## config.mk

```make
export PLATFORM = sky130hd
export DESIGN_NAME = mux_interrupt_condition_encoder
export DESIGN_NICKNAME = d
export VERILOG_FILES = /design/src/verilog/mux_intr_pkg.sv /design/src/verilog/mux_interrupt_condition_encoder.sv
export VERILOG_INCLUDE_DIRS = /design/src /design/src/verilog
export SDC_FILE = /design/constraint.sdc
export NUM_CORES = 1
export LEC_CHECK = 0
export BUFFER_PORTS_ARGS = -buffer_cell sky130_fd_sc_hd__buf_2
export CORE_UTILIZATION = 50
export CTS_CLUSTER_DIAMETER = 80
export DETAILED_ROUTE_END_ITERATION = 8
export PLACE_DENSITY = 0.79
export SYNTH_ARGS = -nofsm -noshare
export SYNTH_HDL_FRONTEND = slang
export SYNTH_SLANG_ARGS = --single-unit
```

## constraint.sdc

```tcl
create_clock -name pclk -period 2.85 [get_ports pclk]
set_clock_uncertainty 0.15 [all_clocks]
set_input_delay 0 -clock pclk [delete_from_list [all_inputs] [get_ports pclk]]
set_output_delay 0 -clock pclk [all_outputs]
set_load 0.02 [all_outputs]
```

## src/verilog/mux_intr_map.svh

```systemverilog
// register offsets, field positions, reset values and condition codes
`ifndef MUX_INTR_MAP_SVH
`define MUX_INTR_MAP_SVH
`define OFF_RX_CHAR      12'h000
`define OFF_TX_STATUS    12'h004
`define OFF_SEC_SELECT   12'h008
`define OFF_LINE_CTRL    12'h00c
`define OFF_LINE_STATE   12'h010
`define OFF_INT_STATUS   12'h014
`define OFF_INT_MASK     12'h018
`define RX_CODE_LSB      12
`define RX_LINE_LSB      8
`define TX_CODE_LSB      8
`define LC_PENDING_BIT   15
`define INT_RX_BIT       0
`define INT_TX_BIT       1
`define RST_WORD         32'h0000_0000
`define RX_PARITY        4'h1
`define RX_OVERRUN       4'h2
`define RX_FRAMING       4'h3
`define RX_UNDEF_LO      4'h9
`define RX_UNDEF_HI      4'hb
`define RX_STORE_MISSING 4'hc
`define RX_CTRL_MISSING  4'hd
`define RX_STORE_PARITY  4'he
`define RX_CTRL_PARITY   4'hf
`define TX_PRIM_MISSING  4'h0
`define TX_PRIM_ZERO     4'h1
`define TX_ALT_MISSING   4'h2
`define TX_ALT_ZERO      4'h3
`define TX_CTRL_ERROR    4'h8
`endif

```

## src/verilog/mux_intr_pkg.sv

```systemverilog
// types shared by the interrupt condition encoder
package mux_intr_pkg;
    typedef enum logic [2:0] {
        TX_PRIM_MISSING_EV,
        TX_PRIM_ZERO_EV,
        TX_ALT_MISSING_EV,
        TX_ALT_ZERO_EV,
        TX_CTRL_ERROR_EV
    } tx_kind_type;

    typedef struct packed {
        logic       valid;
        logic       async_line;
        logic [3:0] line;
        logic [7:0] char_data;
        logic [3:0] base_code;
        logic       parity_err;
        logic       overrun_err;
        logic       framing_err;
        logic       store_missing;
        logic       ctrl_missing;
        logic       store_parity;
        logic       ctrl_parity;
    } rx_event_type;

    typedef struct packed {
        logic        valid;
        logic [3:0]  line;
        tx_kind_type kind;
        logic        ctrl_parity;
    } tx_event_type;

    typedef struct packed {
        logic        valid;
        logic [3:0]  line;
        logic [14:0] data;
    } lc_load_type;
endpackage

```

## src/verilog/mux_interrupt_condition_encoder.sv

```systemverilog
// interrupt condition encoder with apb register slave
//
// Summary of operation
// - rx word: char, line, code
// - async codes parity 1, overrun 2, framing 3
// - store missing-memory timeout gives 1100
// - control fetch timeout gives 1101
// - store parity error gives 1110
// - control fetch parity error gives 1111
// - any overrun combination reports overrun
// - framing plus parity reports framing
// - priority only on async lines
// - tx code in bits eight to eleven
// - primary missing 0000, alternate missing 0010
// - primary byte count zero gives 0001
// - alternate byte count zero gives 0011
// - control fetch memory error gives 1000
// - line state records which error
// - select low bits pick line control storage
// - bit 15 set while load pending
`timescale 1ns/100ps
`include "mux_intr_map.svh"

module mux_interrupt_condition_encoder
    import mux_intr_pkg::*;
#(
    parameter int LINES = 16
)(
    input  wire logic         pclk,
    input  wire logic         presetn,
    input  wire logic         psel,
    input  wire logic         penable,
    input  wire logic         pwrite,
    input  wire logic [11:0]  paddr,
    input  wire logic [31:0]  pwdata,
    output logic              pready,
    output logic [31:0]       prdata,
    output logic              pslverr,
    input  wire rx_event_type rx_event,
    input  wire tx_event_type tx_event,
    output lc_load_type       lc_load,
    input  wire logic         lc_done,
    output logic              irq
);
    // ------------------------------------------------------------
    // receive condition encoding
    // ------------------------------------------------------------
    logic       rx_mem_err;
    logic [3:0] rx_line_code;
    logic [3:0] rx_code;
    logic       rx_undef;
    logic       rx_take;

    assign rx_mem_err = rx_event.store_missing | rx_event.ctrl_missing
                      | rx_event.store_parity  | rx_event.ctrl_parity;
    // async errors collapse to one code; sync codes pass untouched
    assign rx_line_code = !rx_event.async_line ? rx_event.base_code
                        : rx_event.overrun_err ? `RX_OVERRUN
                        : rx_event.framing_err ? `RX_FRAMING
                        : rx_event.parity_err  ? `RX_PARITY
                        : rx_event.base_code;
    // fetch errors first: the control byte is read before the store
    assign rx_code = rx_event.ctrl_parity   ? `RX_CTRL_PARITY
                   : rx_event.ctrl_missing  ? `RX_CTRL_MISSING
                   : rx_event.store_parity  ? `RX_STORE_PARITY
                   : rx_event.store_missing ? `RX_STORE_MISSING
                   : rx_line_code;
    assign rx_undef = rx_code >= `RX_UNDEF_LO && rx_code <= `RX_UNDEF_HI;
    // an event that would carry an undefined code is dropped
    assign rx_take = rx_event.valid && !rx_undef;

    // ------------------------------------------------------------
    // transmit condition encoding
    // ------------------------------------------------------------
    logic [3:0] tx_code;
    logic       tx_known;
    logic       tx_take;

    always_comb
    begin
        tx_known = 1'b1;
        case (tx_event.kind)
            TX_PRIM_MISSING_EV: tx_code = `TX_PRIM_MISSING;
            TX_PRIM_ZERO_EV:    tx_code = `TX_PRIM_ZERO;
            TX_ALT_MISSING_EV:  tx_code = `TX_ALT_MISSING;
            TX_ALT_ZERO_EV:     tx_code = `TX_ALT_ZERO;
            TX_CTRL_ERROR_EV:   tx_code = `TX_CTRL_ERROR;
            default:
            begin
                tx_code  = `TX_PRIM_MISSING;
                tx_known = 1'b0;
            end
        endcase
    end
    assign tx_take = tx_event.valid && tx_known;

    // ------------------------------------------------------------
    // apb decode
    // ------------------------------------------------------------
    logic        pready_q;
    logic [31:0] prdata_q;
    logic        pslverr_q;
    logic        irq_q;
    logic [15:0] ric_q;
    logic [15:0] tx_status_q;
    logic [15:0] sec_select_q;
    logic [1:0]  int_status_q;
    logic [1:0]  int_status_d;
    logic [1:0]  int_mask_q;
    logic        lc_pending_q;
    lc_load_type lc_load_q;
    logic [14:0] lc_store_q [LINES];
    logic [1:0]  line_state_q [LINES];

    logic        setup;
    logic        access;
    logic        wr_en;
    logic        hit_ric;
    logic        hit_tx;
    logic        hit_sel;
    logic        hit_lc;
    logic        hit_ls;
    logic        hit_ist;
    logic        hit_msk;
    logic        mapped;
    logic        lc_write;
    logic        ist_read;
    logic [3:0]  sel_line;
    logic [31:0] rd_word;
    logic [1:0]  int_set;

    assign setup   = psel && !penable && !pready_q;
    assign access  = psel && penable && pready_q;
    assign wr_en   = access && pwrite && !pslverr_q;
    assign hit_ric = paddr == `OFF_RX_CHAR;
    assign hit_tx  = paddr == `OFF_TX_STATUS;
    assign hit_sel = paddr == `OFF_SEC_SELECT;
    assign hit_lc  = paddr == `OFF_LINE_CTRL;
    assign hit_ls  = paddr == `OFF_LINE_STATE;
    assign hit_ist = paddr == `OFF_INT_STATUS;
    assign hit_msk = paddr == `OFF_INT_MASK;
    assign mapped  = hit_ric | hit_tx | hit_sel | hit_lc | hit_ls
                   | hit_ist | hit_msk;
    assign sel_line = sec_select_q[3:0];
    // a load while one is outstanding is ignored, not queued
    assign lc_write = wr_en && hit_lc && !lc_pending_q;
    assign ist_read = access && !pwrite && hit_ist;

    assign rd_word =
        hit_ric ? {16'h0000, ric_q}
      : hit_tx  ? {16'h0000, tx_status_q}
      : hit_sel ? {16'h0000, sec_select_q}
      : hit_lc  ? {16'h0000, lc_pending_q, lc_store_q[sel_line]}
      : hit_ls  ? {30'h0000_0000, line_state_q[sel_line]}
      : hit_ist ? {30'h0000_0000, int_status_q}
      : hit_msk ? {30'h0000_0000, int_mask_q}
      : `RST_WORD;

    assign int_set = {tx_take, rx_take};
    // a read clears only the bits it returned, so an event landing
    // between setup and access is kept; a new event beats the clear
    assign int_status_d = (int_status_q & ~(prdata_q[1:0] & {2{ist_read}}))
                        | int_set;

    // ------------------------------------------------------------
    // bus answer and interrupt
    // ------------------------------------------------------------
    always_ff @(posedge pclk or negedge presetn)
    begin
        if (!presetn)
        begin
            pready_q     <= 1'b0;
            prdata_q     <= `RST_WORD;
            pslverr_q    <= 1'b0;
            int_status_q <= 2'b00;
            int_mask_q   <= 2'b00;
            irq_q        <= 1'b0;
        end
        else
        begin
            pready_q     <= setup;
            prdata_q     <= setup && !pwrite ? rd_word : `RST_WORD;
            pslverr_q    <= setup && !mapped;
            int_status_q <= int_status_d;
            if (wr_en && hit_msk)
                int_mask_q <= pwdata[1:0];
            irq_q        <= |(int_status_d & int_mask_q);
        end
    end

    // ------------------------------------------------------------
    // condition registers
    // ------------------------------------------------------------
    always_ff @(posedge pclk or negedge presetn)
    begin
        if (!presetn)
        begin
            ric_q       <= 16'h0000;
            tx_status_q <= 16'h0000;
        end
        else
        begin
            if (rx_take)
                ric_q <= {rx_code, rx_event.line, rx_event.char_data};
            if (tx_take)
                tx_status_q <= {4'h0, tx_code, 4'h0, tx_event.line};
        end
    end

    always_ff @(posedge pclk or negedge presetn)
    begin
        if (!presetn)
            line_state_q <= '{default: 2'b00};
        else if (tx_take && tx_event.kind == TX_CTRL_ERROR_EV)
            line_state_q[tx_event.line] <=
                {tx_event.ctrl_parity, !tx_event.ctrl_parity};
    end

    // ------------------------------------------------------------
    // secondary select and line control load
    // ------------------------------------------------------------
    always_ff @(posedge pclk or negedge presetn)
    begin
        if (!presetn)
        begin
            sec_select_q <= 16'h0000;
            lc_pending_q <= 1'b0;
            lc_load_q    <= '0;
            lc_store_q   <= '{default: 15'h0000};
        end
        else
        begin
            // the select is taken as written, even while a load is pending;
            // the pending load keeps the line latched when it was written
            if (wr_en && hit_sel)
                sec_select_q <= pwdata[15:0];
            if (lc_write)
            begin
                lc_store_q[sel_line] <= pwdata[14:0];
                lc_load_q.valid      <= 1'b1;
                lc_load_q.line       <= sel_line;
                lc_load_q.data       <= pwdata[14:0];
                lc_pending_q         <= 1'b1;
            end
            else
            begin
                lc_load_q.valid <= 1'b0;
                if (lc_done)
                    lc_pending_q <= 1'b0;
            end
        end
    end

    assign pready  = pready_q;
    assign prdata  = prdata_q;
    assign pslverr = pslverr_q;
    assign lc_load = lc_load_q;
    assign irq     = irq_q;

    logic rx_clean;
    assign rx_clean = rx_take && !rx_mem_err && rx_event.async_line;
endmodule

```

; Yosys cells after proc, flatten, opt, wreduce, memory -nomap -nowiden
; Cells that the tools add are included.
[word_totals]
register_bits = 356
latch_bits = 0
ramBits = 0
mem_bits_ro = 0
elab_cells = 140
mem_count = 0
[classes]
addsub = 0
mul = 0
div_mod_pow = 0
n_lt_le_gt_ge = 6
n_eq_ne = 10
shift = 0
mux = 33
n_bitwise = 13
n_reduce_logical = 33
[op_table]
columns = operator, n
row1 = $bwmux 240, 1
row2 = $mux 16, 5
row3 = $bmux 15 s4, 1
row4 = $demux 15 s4, 1
row5 = $mux 15, 3
row6 = $eq 12x5->1 const B, 3
row7 = $bwmux 32, 1
row8 = $mux 4, 8
row9 = $eq 12x4->1 const B, 2
row10 = $logic_and 1x1->1, 20
row11 = $pmux 4 s4, 1
row12 = $eq 12x3->1 const B, 1
row13 = $logic_not 12->1, 1
row14 = $mux 2, 6
row15 = $ge 5x5->1 const B, 2
row16 = $lt 5x1->1 const B, 2
row17 = $not 4->5, 2
row18 = $bmux 2 s4, 1
row19 = $demux 2 s4, 1
row20 = $logic_not 1->1, 8
row21 = $and 2x2->2, 3
row22 = $eq 3x2->1 const B, 2
row23 = $or 1x1->1, 6
row24 = $reduce_or 5->1, 1
row25 = other kinds (10), 13

; Logic depth before layout (Yosys ltp)
; Gate-level depths: netlist of the first run.
[logic_depth]
ltp_word = 15
ltp_mapped = 8
depth_no_buf = 5

; Least setup slack after synthesis of the first run
; OpenSTA, ideal clock, no wires.
[synth_timing]
path_type = reg-to-reg
start = register pready_q (netlist: pready)
end = register lc_store_q[64] (netlist bit)
setup_ns = 0.125
arrival_ns = 2.373
required_time_ns = 2.575
setup_slack_ns = 0.202
path_stages_with_launch = 8
n_path_buf = 2
path_cell_list = dfrtp_1 > nand3_1 > nor4b_2 > nand4_4 > buf_6 > nor3_4 > buf_4 > mux2_2
[synth_via]
elab_chain_len = 5
[synth_lines]
columns = item, line
row1 = "start, declared", mux_interrupt_condition_encoder.sv:100  ; logic pready_q;
row2 = "start signal, assigned", mux_interrupt_condition_encoder.sv:181  ; pready_q <= setup;
row3 = $logic_and 1x1->1, mux_interrupt_condition_encoder.sv:133  ; assign access = psel && penable && pready_q;
row4 = $logic_and 1x1->1 (2 in a row), mux_interrupt_condition_encoder.sv:134  ; assign wr_en = access && pwrite && !pslverr_q;
row5 = $logic_and 1x1->1 (2 in a row), mux_interrupt_condition_encoder.sv:146  ; assign lc_write = wr_en && hit_lc && !lc_pending_q;
row6 = "end signal, assigned by index", mux_interrupt_condition_encoder.sv:239  ; lc_store_q[sel_line] <= pwdata[14:0];
row7 = "end, declared", mux_interrupt_condition_encoder.sv:112  ; logic [14:0] lc_store_q [LINES];
; Every way passes these cells.
; A chain may end at the register's enable or synchronous reset.

; Worst setup path after layout of the first run
[layout_timing]
start = input paddr[6]
end = register sec_select_q[11]
[layout_via]
elab_chain_len = 2
[layout_lines]
columns = item, line
row1 = "start, declared", mux_interrupt_condition_encoder.sv:34  ; input wire logic [11:0] paddr,
row2 = $eq 12x4->1 (no source line), -
row3 = $logic_and 1x1->1, mux_interrupt_condition_encoder.sv:235  ; if (wr_en && hit_sel)
row4 = "end signal, assigned", mux_interrupt_condition_encoder.sv:236  ; sec_select_q <= pwdata[15:0];
row5 = "end, declared", mux_interrupt_condition_encoder.sv:106  ; logic [15:0] sec_select_q;
; Every way passes these cells.

==> impl_metrics.toml, run 1 <==
[placed_design]
portBuffers = 106
gp_congestion = 0.8552
place_hpwl_um = 26300
place_inst = 1640

[global_routing]
grt_usage_pct = 26.87
grt_pass1_vias = 11740
antenna_found_initial = 2
grt_max_degree = 97
overflow = 0
grt_pass1_wl_um = 68090

[die]
core_um2 = 32450
io_pins = 139
die_h_um = 183.3
rows = 66
start_util_pct = 50.65
dieArea_um2 = 33610
die_w_um = 183.3

[clocking]
cts_tree = "built"
cts_made_buffers = 40
clk_pin_slew_ps = 60
cts_root_buf = "clkbuf_16"
cts_buffer_depth = 3
insertion_delay_ps = 540
h-tree-depth = 2
numClockSinks = 355

[routing]
num_vias = 10850
antenna_left = 0
routedWlPerCell_um = 23.90
drc = 0
viasPerCell = 5.983
wl_um = 43350
drt_iter0_drc = 834
drt_pass1_iterations = 5

[synthesis]
synthMostInstantiatedCell = "dfrtp_1"
netlist_instances = 1097
synth.cells.most_frequent = "dfrtp_1, mux2_2, mux4_2"
yosysWarnings = 0
syn_avg_cell_area_um2 = 14.98
synth_ff_type = "dfrtp_1"
yosysSeqAreaShare_pct = 54.04
synth-seq-cells = 355
synth_enable_flop_cells = 0
synthTopCellsByArea = "dfrtp_1, mux2_2, mux4_2"
yosysUniqueCellTypes = 57
async_reset_ff_share_pct = 100.0
yosysTopAreaCellShare_pct = 54.04
synth.largest_area_cell = "dfrtp_1"
synth_area_um2 = 16440

[critical_path]
reg2reg_to = "lc_store_q[20]"
worstSetupPathType = "primary input to flop"
critPathArrivalTime_ps = 3060
crit_path_end = "sec_select_q[11]"
regToRegSetupSlack_ps = 190
reg2reg_depth = 5
critPathLaunch = "paddr[6]"
rr_startpoint = "sec_select_q[1]"
end_kind = "flop"
cp-start-kind = "primary input"
worstPathRequired_ps = 3110
worst-path-max-fanout = 10

[pwr]
power_leakage_nw = 9.590
ir_drop_uv = 419.1
power_mw = 10.95
power_density_nw_per_um2 = 544.9

[timing]
worst_slew_pin_slew_ps = 897.9
fmax_mhz = 356.5
layout_min_cycle_time_ps = 2805
max-slew-margin-rel_pct = 39.92
period_share_pct = 98.42
finalHoldViolCount = 0
finalMaxSlewViolations = 0
fin_tns_setup_ps = 0
setup_viol = 0

[worst_hold_path]
min-delay-start = "paddr[1]"
hold_path.class = "primary input to flop"

[cells_and_area]
stdcell_count = 1814
nets = 1423
fillerInstances = 2285
areaGrowthSynthToFinish_pct = 22.29
layout.area.seq_um2 = 8892
multi_input_comb_area_um2 = 7048
final_util_pct = 61.94
drive_gt1_share_pct = 49.67

[flow_run]
max_cap_viol_count = 0

[status]
outcome = "complete, no violations"
[cells by family (layout without fill, tap and decap cells)]
family	after synthesis	count (layout)	synth area share, %
muxes	406	406	33.07
DFF	355	355	54.04
AOI/OAI and AO/OA	89	89	3.524
buffers and inverters	116	375	3.570
other	1	17	0.02281
and+or+nand+nor	130	130	5.769
[layout make-up]
type,instances,share of cell area (%)
Clock inverter,17,0.7718
Tap cell,442,2.751
Clock buffer,57,5.851
Timing Repair Buffer,281,10.95
Sequential cell,355,44.23
Multi-Input combinational cell,641,35.06
Antenna cell,1,0.01245
Inverter,20,0.3734
[per-layer routing]
metal  global-route usage [%]  wire length [um]
met1                    35.11             17390
met2                    44.73             21530
met3                    4.726              2885
met4                    10.67              1535
met5                        0                13
[report_power, final]
part / internal (mW) / switching [mW]
Clock: 3.07 / 2.08
Sequential: 5.12 / 0.0517
Combinational: 0.267 / 0.356
[metrics by stage]
step	cell area (um2)	hold slack (ps)	setup slack (ps)
2_1_floorplan	16490	-445.6	202.1
3_3_place_gp	17750	-56.50	129.0
3_5_place_dp	17750	-59.54	67.96
4_1_cts	20040	10.18	39.89
5_1_grt	20100	66.57	-7.646
6_report	20100	38.24	44.98
[state kept, by name, indices dropped and copies added (netlist names)]
name          count
int_status_q      2
irq               1
lc_load          20
lc_pending_q      1
pready            1
ric_q            16
int_mask_q        2
tx_status_q       7
pslverr           1
line_state_q     32
sec_select_q     16
lc_store_q      240
prdata           16
[worst min-delay path by stage]
stage | slack, ps | depth (start not counted) | endpoint
floorplan | -450 | 0 | int_mask_q[0]
global placement | -60 | 1 | line_state_q[29]
detailed placement | -60 | 1 | line_state_q[27]
CTS | 10 | 4 | prdata[2]
global route | 70 | 6 | prdata[0]
finish | 40 | 6 | prdata[0]
[layout by cell type (no fill, tap or decap), types with 5 or more instances in the layout]
master         count
a211oi_1           6
a21oi_1           17
a22oi_1            9
a31oi_1           14
buf_12             8
buf_2            105
buf_4             69
clkbuf_1           7
clkbuf_16         41
clkbuf_8           9
clkinv_2           9
conb_1            16
dfrtp_1          352
dlygate4sd3_1     97
inv_1             20
mux2_2           316
mux2i_1           11
mux4_2            78
nand2_1           31
nand2b_1           7
nand3_1           12
nor2_1            21
nor2b_1            7
nor3_2             5
nor3_4             8
nor4_4             7
o21ai_0           20
[timing repair]
action                                 4_1_cts  5_1_grt
buffers inserted                             0        2
gates resized for setup                      0        5
setup endpoints to repair                    0       43
hold buffers                                95        3
endpoints found under the hold margin      693        2
[critical path, stage by stage]
cell	delay, ps
dlygate4sd3_1	550
buf_2	140
or2_2	360
dlygate4sd3_1	600
or3_4	460
nor4_4	310
buf_4	280
mux2_2	360
No activity file was read; power rests on OpenSTA's default activity.
==> run 2: changes to the inputs <==
Settings changed: CORE_UTILIZATION 50 to 25, PLACE_DENSITY 0.79 to 0.5.
==> run 2 against run 1 <==
  * Sequential share of layout area is 1.4 points lower
  * Final cell count is 22% higher
  * Via count is 5.3% lower
  * Combinational power is 2% lower
  * Clock power is 15% higher
  * Global-route usage is 13 points lower
  * Power is 7.0% higher
==> impl_metrics.toml, run 2 (synthesized netlist as in run 1, its figures left out) <==
[cells_and_area]
fillerInstances = 6378
areaGrowthSynthToFinish_pct = 26.32
nets = 1411
final_cell_mix = "dfrtp_1, mux2_2, buf_2, dlygate4sd3_1, mux4_2"
drive_gt1_share_pct = 49.78
antenna_cells = 0
largest_register = "lc_store_q"
final_common_cell = "dfrtp_1"
stdcell_count = 2215
largest_register_ffs = 240

[timing]
finalMaxSlewViolations = 0
worst_slew_pin_slew_ps = 676.9
fmax_mhz = 360.2
fin_tns_setup_ps = 0
setup_viol = 0
period_share_pct = 97.41
setup_slack_ps = 73.92
finalHoldViolCount = 0
layout_min_cycle_time_ps = 2776
max-slew-margin-rel_pct = 54.52

[worst_hold_path]
hold_path.class = "primary input to flop"
holdPathEnd = "lc_load[15]"
min-delay-start = "paddr[7]"
whs_path_depth = 6

[pwr]
power_leakage_nw = 9.660
p_sw_share_pct = 22.28
seqPwrFrac_pct = 44.1
ir_drop_uv = 326.6
pwr-share-comb_pct = 5.2
switchingPower_mw = 2.613
intPower_mw = 9.113
pwr-share-clk_pct = 50.7
power_density_nw_per_um2 = 564.7

[clocking]
cts_buffer_depth = 3
cts_made_buffers = 43
numClockSinks = 355
cts_root_buf = "clkbuf_16"
clk_pin_slew_ps = 60
insertion_delay_ps = 570
cts_tree = "built"
h-tree-depth = 2

[critical_path]
worst-path-max-fanout = 18
reg2reg_to = "prdata[0]"
worstSetupPathType = "primary input to flop"
regToRegSetupSlack_ps = 180
end_kind = "flop"
worstPathRequired_ps = 3130
critPathArrivalTime_ps = 3060
rr_startpoint = "sec_select_q[0]"
cp-start-kind = "primary input"
reg2reg_depth = 7

[die]
rows = 93
die_h_um = 258.4
start_util_pct = 25.41
io_pins = 139
die_w_um = 258.4
core_um2 = 64700
dieArea_um2 = 66780

[routing]
antenna_left = 0
drc = 0
wl_um = 45310
routedWlPerCell_um = 20.46
viasPerCell = 4.639
num_vias = 10280
drt_pass1_iterations = 5
drt_iter0_drc = 605

[flow_run]
max_cap_viol_count = 0

[placed_design]
gp_congestion = 0.7896
place_inst = 2046
portBuffers = 106
place_ws_ps = 36.08
place_hpwl_um = 29880

[status]
outcome = "complete, no violations"

[global_routing]
grt_max_degree = 78
grt_usage_pct = 13.81
overflow = 0
grt_pass1_vias = 11120
antenna_found_initial = 1
grt_pass1_wl_um = 69870
-- run 2: cell types whose count changed in the layout (fill, tap and decap cells not counted), sizes merged --
cell | previous run | this run
bufinv | 2 | 8
inv | 23 | 22
dlygate4sd3 | 97 | 89
diode | 1 | 0
buf | 184 | 177
clkinvlp | 2 | 3
clkinv | 10 | 8
-- run 2: critical path, cell delays in order --
cell and delay, ps:
dlygate4sd3_1 530, buf_2 150, nor4_1 240, dlygate4sd3_1 630
inv_1 80, o41ai_4 250, buf_8 260, mux2_2 360
dlygate4sd3_1 560
-- run 2: per-layer routing --
| layer | GRT usage, % | vias to the layer above | share of wire [%] |
|---|---|---|---|
| li1 | - | 4540 | - |
| met1 | 18.51 | 5400 | 44 |
| met2 | 22.65 | 266 | 48 |
| met3 | 2.553 | 68 | 5.2 |
| met4 | 4.060 | 2 | 2.1 |
| met5 | 0 | - | 0.026 |
-- run 2: metrics by stage --
| stage | area, um2 | hold WS (ps) | total power, mW | utilization, % |
|---|---|---|---|---|
| after CTS | 20720 | 8.420 | 11.94 | 32.03 |
| after floorplan | 16490 | -445.6 | 5.482 | - |
| after detailed placement | 18260 | -198.8 | 5.755 | 28.22 |
| after global routing | 20760 | 51.06 | 12.19 | 32.10 |
| final | 20760 | 26.59 | 11.73 | 32.10 |
| after global placement | 18260 | -199.5 | 5.742 | 28.22 |
-- run 2: worst max path at each step --
stage | depth (start not counted) | startpoint | endpoint | slack (ps)
after floorplan | 7 | pready | lc_store_q[64] | 200
after global placement | 4 | sec_select_q[0] | prdata[11] | 50
after detailed placement | 4 | sec_select_q[0] | prdata[11] | 40
after CTS | 4 | sec_select_q[0] | prdata[11] | 30
after global routing | 9 | rx_event[1] | ric_q[8] | -0.5
final | 9 | rx_event[1] | ric_q[11] | 70
-- run 2: power groups by stage --
stage	Combinational (mW)	Sequential, mW	Clock [mW]
after global placement	0.485	5.26	0
final	0.614	5.17	5.94
after floorplan	0.236	5.25	0
after global routing	0.681	5.18	6.33
after CTS	0.622	5.17	6.15
after detailed placement	0.495	5.26	0
-- run 2: final cells by class --
type	count	area [um2]	area share, %
clock buffer	57	1210	5.827
multi-input combinational	641	7042	33.91
inverter	20	75.07	0.3615
tap	855	1070	5.152
clock inverter	21	337.8	1.627
timing repair buffer	266	2137	10.29
sequential	355	8894	42.83
-- run 2: timing repair --
action	in CTS	in global routing
hold buffers	90	0
endpoints found under the hold margin	706	0
buffers inserted	0	1
setup endpoints to repair	0	19
resized for setup	0	3
